[src/rtl/spiop_pkg.sv]
package spiop_pkg;

   // ------------------------------------------------------------
   // Port geometry
   // ------------------------------------------------------------
   localparam int SPIOP_WIDTH = 16;
   localparam int SPIOP_AW = 8;

   // ------------------------------------------------------------
   // Register byte offsets
   // ------------------------------------------------------------
   localparam logic [SPIOP_AW-1:0] SPIOP_OFS_DIR = 8'h00;
   localparam logic [SPIOP_AW-1:0] SPIOP_OFS_PINVAL = 8'h04;
   localparam logic [SPIOP_AW-1:0] SPIOP_OFS_LATCH = 8'h08;
   localparam logic [SPIOP_AW-1:0] SPIOP_OFS_ODSEL = 8'h0c;
   localparam logic [SPIOP_AW-1:0] SPIOP_OFS_ANCFG = 8'h10;

   // ------------------------------------------------------------
   // Reset values
   // ------------------------------------------------------------
   // All pins come up as inputs
   localparam logic [SPIOP_WIDTH-1:0] SPIOP_DIR_RST = 16'hffff;
   localparam logic [SPIOP_WIDTH-1:0] SPIOP_LATCH_RST = 16'h0000;
   localparam logic [SPIOP_WIDTH-1:0] SPIOP_ODSEL_RST = 16'h0000;
   localparam logic [SPIOP_WIDTH-1:0] SPIOP_ANCFG_RST = 16'h0000;
   localparam logic [SPIOP_WIDTH-1:0] SPIOP_ZERO = 16'h0000;

   // ------------------------------------------------------------
   // Default pin population
   // ------------------------------------------------------------
   // Bits present on the package
   localparam logic [SPIOP_WIDTH-1:0] SPIOP_IMPL_DEF = 16'hffff;
   // Bits whose shared peripheral can drive the pin
   localparam logic [SPIOP_WIDTH-1:0] SPIOP_PERIPH_OUT_DEF = 16'hffff;

   // ------------------------------------------------------------
   // Timing
   // ------------------------------------------------------------
   // Cycles from a read strobe to its read data
   localparam int SPIOP_RD_LAT = 1;

endpackage

[src/rtl/spiop_port.sv]
// Added by the designer: strobed register access and the register addresses.
`timescale 1ns/1ps
// Function
// - Mux picks peripheral or port for data/enable
// - Port output never loops into peripheral input
// - Active peripheral disables port driver, pin readable
// - Direction one is input, zero is output
// - Reset forces every pin to input
// - Latch reads stored value, writes update it
// - Pin value reads pins, writes hit latch
// - Unimplemented bits read zero everywhere
// - Open-drain bit drives low only, releases high
// - Analog-configured pins read as zero
// - Input-only shared pins are pure port pins
module spiop_port
   import spiop_pkg::*;
#(
   parameter int WIDTH = SPIOP_WIDTH,
   parameter logic [SPIOP_WIDTH-1:0] IMPL_MASK = SPIOP_IMPL_DEF,
   parameter logic [SPIOP_WIDTH-1:0] PERIPH_OUT_MASK = SPIOP_PERIPH_OUT_DEF
) (
   input wire logic clock,
   input wire logic rstn,
   input wire logic [SPIOP_AW-1:0] addr,
   input wire logic [WIDTH-1:0] wdata,
   input wire logic wr,
   input wire logic rd,
   output logic [WIDTH-1:0] rdata,
   input wire logic [WIDTH-1:0] periph_en,
   input wire logic [WIDTH-1:0] periph_out,
   input wire logic [WIDTH-1:0] periph_oe,
   output logic [WIDTH-1:0] periph_in,
   input wire logic [WIDTH-1:0] pin_in,
   output logic [WIDTH-1:0] pin_out,
   output logic [WIDTH-1:0] pin_oe
);

   // ------------------------------------------------------------
   // Register state
   // ------------------------------------------------------------
   // Bits outside IMPL_MASK are never stored, so a read of a missing
   // bit can only return zero; the masks cost nothing once the tool
   // folds the constant
   logic [WIDTH-1:0] direction;  // One bit per pin, one means input
   logic [WIDTH-1:0] latch;  // Output latch
   logic [WIDTH-1:0] od_select;  // Open-drain select
   logic [WIDTH-1:0] analog_cfg;  // One marks an analog input channel
   logic [WIDTH-1:0] pin_sample;  // Pin levels in the clock domain

   // ------------------------------------------------------------
   // Address decode
   // ------------------------------------------------------------
   // One select per register, at most one high
   wire hit_dir = (addr == SPIOP_OFS_DIR);
   wire hit_pinval = (addr == SPIOP_OFS_PINVAL);
   wire hit_latch = (addr == SPIOP_OFS_LATCH);
   wire hit_odsel = (addr == SPIOP_OFS_ODSEL);
   wire hit_ancfg = (addr == SPIOP_OFS_ANCFG);
   // Any mapped register; a miss reads zero and drops writes
   wire hit_any = hit_dir | hit_pinval | hit_latch | hit_odsel | hit_ancfg;
   // Whole-byte compare, so no register shows up at an alias offset
   wire wr_dir = wr && hit_dir;
   // Writes to the pin value address land in the latch
   wire wr_latch = wr && (hit_latch || hit_pinval);
   wire wr_odsel = wr && hit_odsel;
   wire wr_ancfg = wr && hit_ancfg;
   // Missing bits never store anything
   wire [WIDTH-1:0] wmask = wdata & IMPL_MASK;
   // Writes replace whole words: there is no set, clear or toggle alias,
   // so software must read, modify and write to change a single pin

   // ------------------------------------------------------------
   // Direction register
   // ------------------------------------------------------------
   // reset forces inputs
   // Coming up as inputs keeps the pads from fighting the board
   // before software has chosen a direction
   always_ff @(posedge clock or negedge rstn) begin
      if (!rstn) begin
         // Every implemented pin an input
         direction <= SPIOP_DIR_RST & IMPL_MASK;
      end else if (wr_dir) begin
         // Whole word replaced
         direction <= wmask;
      end
   end

   // ------------------------------------------------------------
   // Output latch
   // ------------------------------------------------------------
   // latch write path
   // pin value write redirected
   // The latch keeps its value while a peripheral owns the pin, so the
   // port level comes back unchanged when the peripheral lets go
   always_ff @(posedge clock or negedge rstn) begin
      if (!rstn) begin
         latch <= SPIOP_LATCH_RST;
      end else if (wr_latch) begin
         latch <= wmask;
      end
   end

   // ------------------------------------------------------------
   // Open-drain and analog configuration
   // ------------------------------------------------------------
   // Both are plain storage, cleared at reset
   // Analog config only masks the digital read; the driver still follows
   // the direction bit, so an analog pin left as an output is converted
   // at its own driven level
   always_ff @(posedge clock or negedge rstn) begin
      if (!rstn) begin
         od_select <= SPIOP_ODSEL_RST;
         analog_cfg <= SPIOP_ANCFG_RST;
      end else begin
         if (wr_odsel) begin
            od_select <= wmask;
         end
         if (wr_ancfg) begin
            analog_cfg <= wmask;
         end
      end
   end

   // ------------------------------------------------------------
   // Pin sampling
   // ------------------------------------------------------------
   // pins sampled each cycle
   // Inputs arrive synchronous, so one register stage is enough
   // Limitation: a truly asynchronous pad needs a second stage in front,
   // which adds a cycle to every read of the pin value
   always_ff @(posedge clock or negedge rstn) begin
      if (!rstn) begin
         pin_sample <= SPIOP_ZERO;
      end else begin
         pin_sample <= pin_in & IMPL_MASK;
      end
   end

   // ------------------------------------------------------------
   // Per-pin output multiplexers
   // ------------------------------------------------------------
   // A peripheral takes a pin only while enabled, actively driving and
   // wired to an output; otherwise the port bit keeps the pin. Open
   // drain applies to whichever source wins, so a peripheral on an
   // open-drain pin also only pulls low.
   logic [WIDTH-1:0] owns;  // Peripheral holds the output
   logic [WIDTH-1:0] port_drive;  // Port itself drives the pin
   logic [WIDTH-1:0] next_pin_out;
   logic [WIDTH-1:0] next_pin_oe;
   logic [WIDTH-1:0] next_periph_in;

   genvar gi;
   generate
      for (gi = 0; gi < WIDTH; gi++) begin : g_pin
         wire mux_data;  // Selected output level
         wire mux_en;  // Selected driver enable
         // input-only peripherals never own a pin
         assign owns[gi] = PERIPH_OUT_MASK[gi] & periph_en[gi] & periph_oe[gi];
         assign port_drive[gi] = ~owns[gi] & ~direction[gi];
         assign mux_data = owns[gi] ? periph_out[gi] : latch[gi];
         assign mux_en = owns[gi] | port_drive[gi];
         assign next_pin_oe[gi] = IMPL_MASK[gi] & mux_en & (~od_select[gi] | ~mux_data);
         assign next_pin_out[gi] = IMPL_MASK[gi] & mux_data & ~od_select[gi];
         assign next_periph_in[gi] = pin_sample[gi] & ~port_drive[gi];
      end
   endgenerate

   // ------------------------------------------------------------
   // Registered pin side outputs
   // ------------------------------------------------------------
   // Registered so the pads see glitch-free levels
   // Trade-off: a latch or direction write reaches the pad one cycle
   // after it lands in its register
   always_ff @(posedge clock or negedge rstn) begin
      if (!rstn) begin
         pin_out <= SPIOP_ZERO;
         pin_oe <= SPIOP_ZERO;
         periph_in <= SPIOP_ZERO;
      end else begin
         pin_out <= next_pin_out;
         pin_oe <= next_pin_oe;
         periph_in <= next_periph_in;
      end
   end

   // ------------------------------------------------------------
   // Read multiplexer
   // ------------------------------------------------------------
   // Pin value view: pins as sampled, analog channels and missing bits
   // forced low
   // analog channels read low
   wire [WIDTH-1:0] pinval_view = pin_sample & ~analog_cfg & IMPL_MASK;
   wire [WIDTH-1:0] rd_sel =
      hit_dir ? (direction & IMPL_MASK) :
      hit_pinval ? pinval_view :
      hit_latch ? (latch & IMPL_MASK) :
      hit_odsel ? (od_select & IMPL_MASK) :
      hit_ancfg ? (analog_cfg & IMPL_MASK) :
      SPIOP_ZERO;
   // Unmapped reads return zero
   // Idle cycles also return zero, so a stale word never lingers on the
   // shared read bus
   wire [WIDTH-1:0] next_rdata = rd ? rd_sel : SPIOP_ZERO;

   // readback valid in the cycle right after the strobe
   // Read data stand only in the cycle after the strobe
   always_ff @(posedge clock or negedge rstn) begin
      if (!rstn) begin
         rdata <= SPIOP_ZERO;
      end else begin
         rdata <= next_rdata;
      end
   end
endmodule

[config.mk]
export PLATFORM = sky130hd
export DESIGN_NAME = spiop_port
export DESIGN_NICKNAME = d
export VERILOG_FILES = /design/src/rtl/spiop_pkg.sv /design/src/rtl/spiop_port.sv
export SDC_FILE = /design/constraint.sdc
export NUM_CORES = 1
export LEC_CHECK = 0
export BUFFER_PORTS_ARGS = -buffer_cell sky130_fd_sc_hd__clkbuf_2
export CORE_ASPECT_RATIO = 1.75
export CORE_MARGIN = 2
export CORE_UTILIZATION = 53
export CTS_CLUSTER_DIAMETER = 150
export CTS_CLUSTER_SIZE = 28
export DETAILED_ROUTE_END_ITERATION = 7
export PLACE_DENSITY = 0.85
export RECOVER_POWER = 50
export SKIP_LAST_GASP = 1
export SLEW_MARGIN = 15
export SYNTH_ARGS = -nofsm -noshare
export SYNTH_HDL_FRONTEND = slang
export SYNTH_SLANG_ARGS = --single-unit
[constraint.sdc]
create_clock -name clock -period 1.3 [get_ports clock]
set_clock_uncertainty 0.05 [all_clocks]
set_input_delay 0.26 -clock clock [delete_from_list [all_inputs] [get_ports clock]]
set_output_delay 0.26 -clock clock [all_outputs]
set_load 0.005 [all_outputs]
==> impl_results.md, run 1 <==
* CTS tree: built
* Mapped Cells at 490
* Logic pwr share at 9.7%
* Register area at 3623 sq um
* Worst vdd ir at 1.138 mV
* Total core area at 11170 sq um
* Layout cells sized above 1 at 43.91%
* Grt met2 use at 45.08%
* Dpl hpwl at 10.70 mm
* Die span in y at 146.1 microns
* Routed Antenna Nets at 0
* Finished Layout Cells at 838
* Sequential share of power at 44.2%
* Most instantiated cells after synthesis: dfrtp_1, mux2_2, nor2b_1, o21ai_0, a21oi_1
* # fillers at 693
* GRT overflow at 0
* Setup_tns at 0 ps
* Final nets at 785
* Clock Pin Slew Worst Setup and Hold Paths at 60 ps
* Drt pass-1 iters at 5
* Number of flops mapped to enable cells by yosys at 0
* Wire per inst at 18.62 microns
* RSZ-0062 raised after global routing: true
* Layout area overhead at 32.73%
* Clk root buf: clkbuf_16
* Number of synthesized register bits at 144
* CP Capture Type: flip-flop
* Clock Tree Buf Depth at 2
* CP max FO at 6
* Startpoint types: input pin
* Switch Pwr at 2.556 mW
* CP required at 1550 ps
* Status: complete, no violations
* GRT busiest layer: met2
* Count leader, synth: dfrtp_1
* Slew HR at 63.30%
* Synth area leaders: dfrtp_1, mux2_2, dfstp_2, nor2b_1, o21ai_0
* Final Wtd Congestion at 0.8279
* Final setup viols at 0
* Initial antenna violation count at 0
* # rows at 51
* Max Fclk at 775.2 MHz
* Lkg Pwr at 3.950 nW
* Cell Area, Placed at 7297 sq um
* Routed vias at 4870
* Syn nets at 582
* Iter 0 DRT Violations at 316
* Top cell type's share of synthesized area at 52.36%
* Vias per cell at 5.811
* Sink Count at 144
* Port Buf Inserts at 155
* Mean Syn Cell Area at 12.48 sq um
* Vias in the first global route at 5310
* Met3 usage at 6.105%
* TritonCTS buffer count at 17
* Largest net degree at the start of global routing at 40
* Multi-input gate area at 2374 sq um
* Ant. Diodes at 0
* CP Data Arrival Time at 1540 ps
* Final instance area at 8119 sq um
* Pint at 8.557 mW
* First-pass GRT wire length at 25.65 mm
* Sequential cell area fraction in the yosys report at 59.24%
* Cell variety after synth at 37
* Hold crit path type: input pin to flip-flop
* Tmin final at 1290 ps
* IO Pins at 156
* Cell Area, Synth at 6117 sq um
* Synth Warn # at 0
* Number of H-tree levels at 4
* Clock power share at 46.0%
* Final worst path period share at 99.23%
* Net Sw Frac at 23.00%
* Yosys top cell by area: dfrtp_1
* GRT Total Usage at 26.21%
* Slew @ Worst Pin at 550.5 ps
* Fin. max-slew vios at 0
* Worst skew pair latency at 420 ps
* Fin. Hold Viols at 0
* Ys flop type: dfrtp_1
* Ys async rst share at 100.0%
* Pwr per Cell Area at 1369 nW/um^2
* Total routed wirelength at 15.60 mm
* Initial Util at 54.78%
* Die area at 12450 sq um
* Final Power at 11.11 mW
* GR Layer Usage met1 at 29.84%
* Die W at 85.21 microns
* Maxcap violations at 0
* WS Path Type: input pin to flip-flop
* Placed Cells at 788
* DRC at 0
## stage by stage
stage	util [%]	hold slack, ps	setup WS [ps]
floorplan	-	-85.59	-372.2
global placement	65.34	148.8	-377.5
detailed placement	65.34	161.2	-437.2
CTS	72.59	61.98	3.013
global route	72.71	74.13	-78.81
finish	72.71	78.79	9.956
## sequential cells by signal, indices dropped and copies added, names as in the netlist
signal	flops
analog_cfg	16
direction	16
latch	16
od_select	16
periph_in	16
pin_oe	16
pin_out	16
pin_sample	16
rdata	16
## metal layers
layer	wire length [microns]	up-vias	part of all wire (%)
met5	0	-	0
met3	926	48	5.9
li1	-	2162	-
met2	8510	238	55
met4	565	0	3.6
met1	5598	2422	36
## cells by family (layout without fill, tap and decap cells)
| family | Yosys count | in the layout | synth area share, % |
|---|---|---|---|
| and+or+nand+nor | 98 | 98 | 9.348 |
| buffers and inverters | 42 | 258 | 3.211 |
| muxes | 80 | 80 | 15.32 |
| AOI/OAI and AO/OA | 125 | 125 | 12.74 |
| xor gates and xnor gates | 1 | 1 | 0.1432 |
| DFF | 144 | 144 | 59.23 |
## critical path, cell delays in order
cell     delay (ps)
buf_6           100
nor3_4          180
and3_4          220
nor3b_4         280
buf_6           190
mux2_4          310
## power by group through the flow
stage | clock, mW | combinational (mW) | sequential [mW]
2_1_floorplan | 0 | 0.478 | 4.94
3_3_place_gp | 0 | 0.961 | 4.97
3_5_place_dp | 0 | 1.02 | 4.99
4_1_cts | 5.17 | 1.08 | 4.91
5_1_grt | 5.37 | 1.19 | 4.94
6_report | 5.12 | 1.08 | 4.92
## layout make-up
type	count	share of cell area (%)
clock buffer	19	5.455
inverter	16	0.7397
multi-input combinational	304	29.23
clock inverter	13	2.296
sequential	144	44.63
timing repair buffer	210	15.61
tap	132	2.034
## placed cells by master, fill, tap and decap left out, types with 2 or more instances in the layout
cell,n
and2_1,2
dlygate4sd3_1,18
nor2_1,5
nor2b_1,44
bufinv_16,4
nor3_1,3
clkinv_2,2
dfstp_2,4
inv_1,16
dfrtp_1,128
clkbuf_4,2
a31oi_1,14
nand3_1,14
buf_4,22
o2111a_1,13
o21ai_0,43
clkbuf_1,4
clkbuf_2,158
mux2_2,53
a211oi_1,3
buf_12,3
buf_6,4
dfstp_1,12
a22oi_1,15
mux2_4,26
clkinv_4,2
clkbuf_16,17
a21oi_1,33
clkinvlp_4,4
nand2_1,19
## path summary, 6_finish.rpt
| check | start | slack (ps) | cells after the start | endpoint |
|---|---|---|---|---|
| worst max-delay path | addr[5] | 10 | 6 | latch[2] |
| worst min-delay path | periph_oe[7] | 80 | 3 | periph_in[7] |
| worst max register to register | direction[12] | 30 | 3 | rdata[12] |
| worst min register to register | od_select[7] | 430 | 1 | pin_out[7] |
| max in group asynchronous | rstn | 80 | 3 | direction[11] |
| min in group asynchronous | rstn | 340 | 2 | od_select[14] |
## what timing repair did
action,4_1_cts,5_1_grt
resized for setup,0,22
endpoints found under the hold margin,40,0
setup endpoints to repair,0,17
buffers inserted,0,0
hold buffers,18,0
Note: power is estimated with default switching activity, not from simulation.
==> run 2, diff against run 1 <==
--- a/config.mk
+++ b/config.mk
@@ -13,7 +13,7 @@
 export CTS_CLUSTER_SIZE = 28
 export DETAILED_ROUTE_END_ITERATION = 7
 export PLACE_DENSITY = 0.85
-export RECOVER_POWER = 50
+export RECOVER_POWER = 100
 export SKIP_LAST_GASP = 1
 export SLEW_MARGIN = 15
 export SYNTH_ARGS = -nofsm -noshare
==> constraint.sdc (replaced) <==
create_clock -name clock -period 1.46 [get_ports clock]
set_clock_uncertainty 0.05 [all_clocks]
set_input_delay 0.292 -clock clock [delete_from_list [all_inputs] [get_ports clock]]
set_output_delay 0.292 -clock clock [all_outputs]
set_load 0.005 [all_outputs]
==> impl_results.md, run 2 (synthesized netlist as in run 1, its figures left out) <==
* Dpl hpwl at 10.88 mm (+1.6%)
* Critical Path Stages at 7 (+1)
* Routed Antenna Nets at 0 (unchanged)
* Final Wtd Congestion at 0.8642 (+4.4%)
* Register area at 3623 sq um (unchanged)
* CP required at 1750 ps (+200 ps)
* RSZ-0062 raised after global routing: false
* GRT Total Usage at 26.88% (+0.67 points)
* Fin. Hold Viols at 0 (unchanged)
* Layout area overhead at 30.01%
* Hold crit path type: input pin to flip-flop
* Pwr per Cell Area at 1221 nW/um^2 (-11%)
* Max Fclk at 733.0 MHz
* Worst vdd ir at 1.010 mV (-11%)
* Clock Pin Slew Worst Setup and Hold Paths at 60 ps (about the same)
* Slew @ Worst Pin at 746.6 ps (+196.2 ps)
* CTS tree: built
* Initial Util at 54.78% (unchanged)
* Crit path cell chain: clkbuf_1 -> nor3_4 -> and3_1 -> buf_4 -> clkbuf_1 -> nand2b_4 -> mux2_4
* Maxcap violations at 0 (unchanged)
* WS Path Type: input pin to flip-flop
* CP max stage delay at 360 ps (+50 ps)
* Cell count of the worst hold path at 2 (-1)
* IO Pins at 156 (unchanged)
* Delay-heaviest family, CP: simple AND/OR/NAND/NOR gates
* TritonCTS buffer count at 17 (unchanged)
* Final setup viols at 0 (unchanged)
* Initial antenna violation count at 0 (unchanged)
* Buffers & Inverters on Critical Path at 3 (+1)
* Switch Pwr at 2.233 mW (-13%)
* Die span in y at 146.1 microns (unchanged)
* Die area at 12450 sq um (unchanged)
* Die W at 85.21 microns (unchanged)
* Final instance area at 7953 sq um (-2.0%)
* Slowest CP cell: mux2_4
* Multi-input gate area at 2303 sq um (-3.0%)
* Most common cell after layout, fill and taps aside: clkbuf_2
* Final nets at 778 (-0.89%)
* Layout cells sized above 1 at 37.05% (-6.9 points)
* Vias in the first global route at 5353 (+0.81%)
* Logic pwr share at 9.4% (-0.3 points)
* Total core area at 11170 sq um (unchanged)
* Port Buf Inserts at 155 (unchanged)
* CP Capture Type: flip-flop
* # fillers at 735 (+6.1%)
* Most common cell on crit path: clkbuf_1
* Vias per cell at 5.811 (about the same)
* Fin. max-slew vios at 0 (unchanged)
* # rows at 51 (unchanged)
* Net Sw Frac at 22.99% (about the same)
* DRC at 0 (unchanged)
* Routed vias at 4829 (-0.84%)
* Final Power at 9.714 mW (-13%)
* Lkg Pwr at 3.833 nW (-3.0%)
* Iter 0 DRT Violations at 316 (unchanged)
* Final worst path period share at 93.45%
* Number of H-tree levels at 4 (unchanged)
* Wire per inst at 19.02 microns (+2.2%)
* Clock Tree Buf Depth at 2 (unchanged)
* Startpoint types: input pin
* Ant. Diodes at 0 (unchanged)
* First-pass GRT wire length at 26.25 mm (+2.4%)
* Worst r2r path cells at 4 (+1)
* Largest net degree at the start of global routing at 45 (+13%)
* Total routed wirelength at 15.81 mm (+1.3%)
* GRT overflow at 0 (unchanged)
* Cell Area, Placed at 7252 sq um (-0.62%)
* CP Data Arrival Time at 1660 ps (+120 ps)
* Pint at 7.480 mW (-13%)
* Slew HR at 50.22% (-13 points)
* Clk root buf: clkbuf_16
* Sink Count at 144 (unchanged)
* Tmin final at 1364 ps
* Final core occ at 71.22% (-1.5 points)
* Drt pass-1 iters at 5 (unchanged)
* Most frequent cells in the layout: clkbuf_2, dfrtp_1, mux2_2
* Sequential share of power at 45.0% (+0.8 points)
* Worst skew pair latency at 420 ps (about the same)
* Clock power share at 45.5% (-0.5 points)
* Status: complete, no violations
* CP max FO at 16 (+10)
-- run 2: repair_timing --
action / 4_1_cts / 5_1_grt
hold buffers: 17 / 0
resized for setup: 0 / 0
endpoints found under the hold margin: 93 / 0
setup buffers: 0 / 0
-- run 2: worst paths after layout --
kind	startpoint	endpoint	slack [ps]
worst max-delay path	addr[7]	direction[10]	100
worst min-delay path	periph_out[15]	pin_oe[15]	20
worst max register to register	direction[14]	rdata[14]	160
worst min register to register	od_select[10]	pin_out[10]	430
max in group asynchronous	rstn	direction[11]	180
min in group asynchronous	rstn	latch[0]	420
-- run 2: area by class of cell --
class / count / area share [%]
multi-input cells: 304 / 28.96
clock inverters: 10 / 1.683
well taps: 132 / 2.077
repair buffers: 203 / 14.99
inverters: 16 / 0.7552
flip-flops and latches: 144 / 45.56
clock buffers: 22 / 5.963
-- run 2: routing by layer --
metal / up-vias / share of wire (%) / track usage (%) / routed length (microns)
li1: 2152 / - / - / -
met1: 2402 / 36 / 29.29 / 5644
met2: 229 / 55 / 47.54 / 8676
met3: 46 / 6.4 / 6.897 / 1014
met4: 0 / 3.0 / 13.10 / 470
met5: - / 0 / 0 / 0
-- run 2: through the flow --
step | std cells | setup TNS, ps | setup WS (ps) | hold WS (ps)
after floorplan | 490 | -5894 | -244.2 | -53.59
after global placement | 782 | -11600 | -232.4 | 126.0
after detailed placement | 782 | -15230 | -292.2 | 133.9
after CTS | 831 | 0 | 150.6 | 14.43
after global routing | 831 | 0 | 46.75 | 10.78
final | 831 | 0 | 95.66 | 20.95
-- run 2: power by group through the flow --
stage / logic [mW] / clock network (mW) / registers, mW
final: 0.917 / 4.42 / 4.37
after global routing: 1.02 / 4.67 / 4.39
after CTS: 0.944 / 4.46 / 4.38
after detailed placement: 0.895 / 0 / 4.44
after global placement: 0.834 / 0 / 4.43
after floorplan: 0.422 / 0 / 4.40
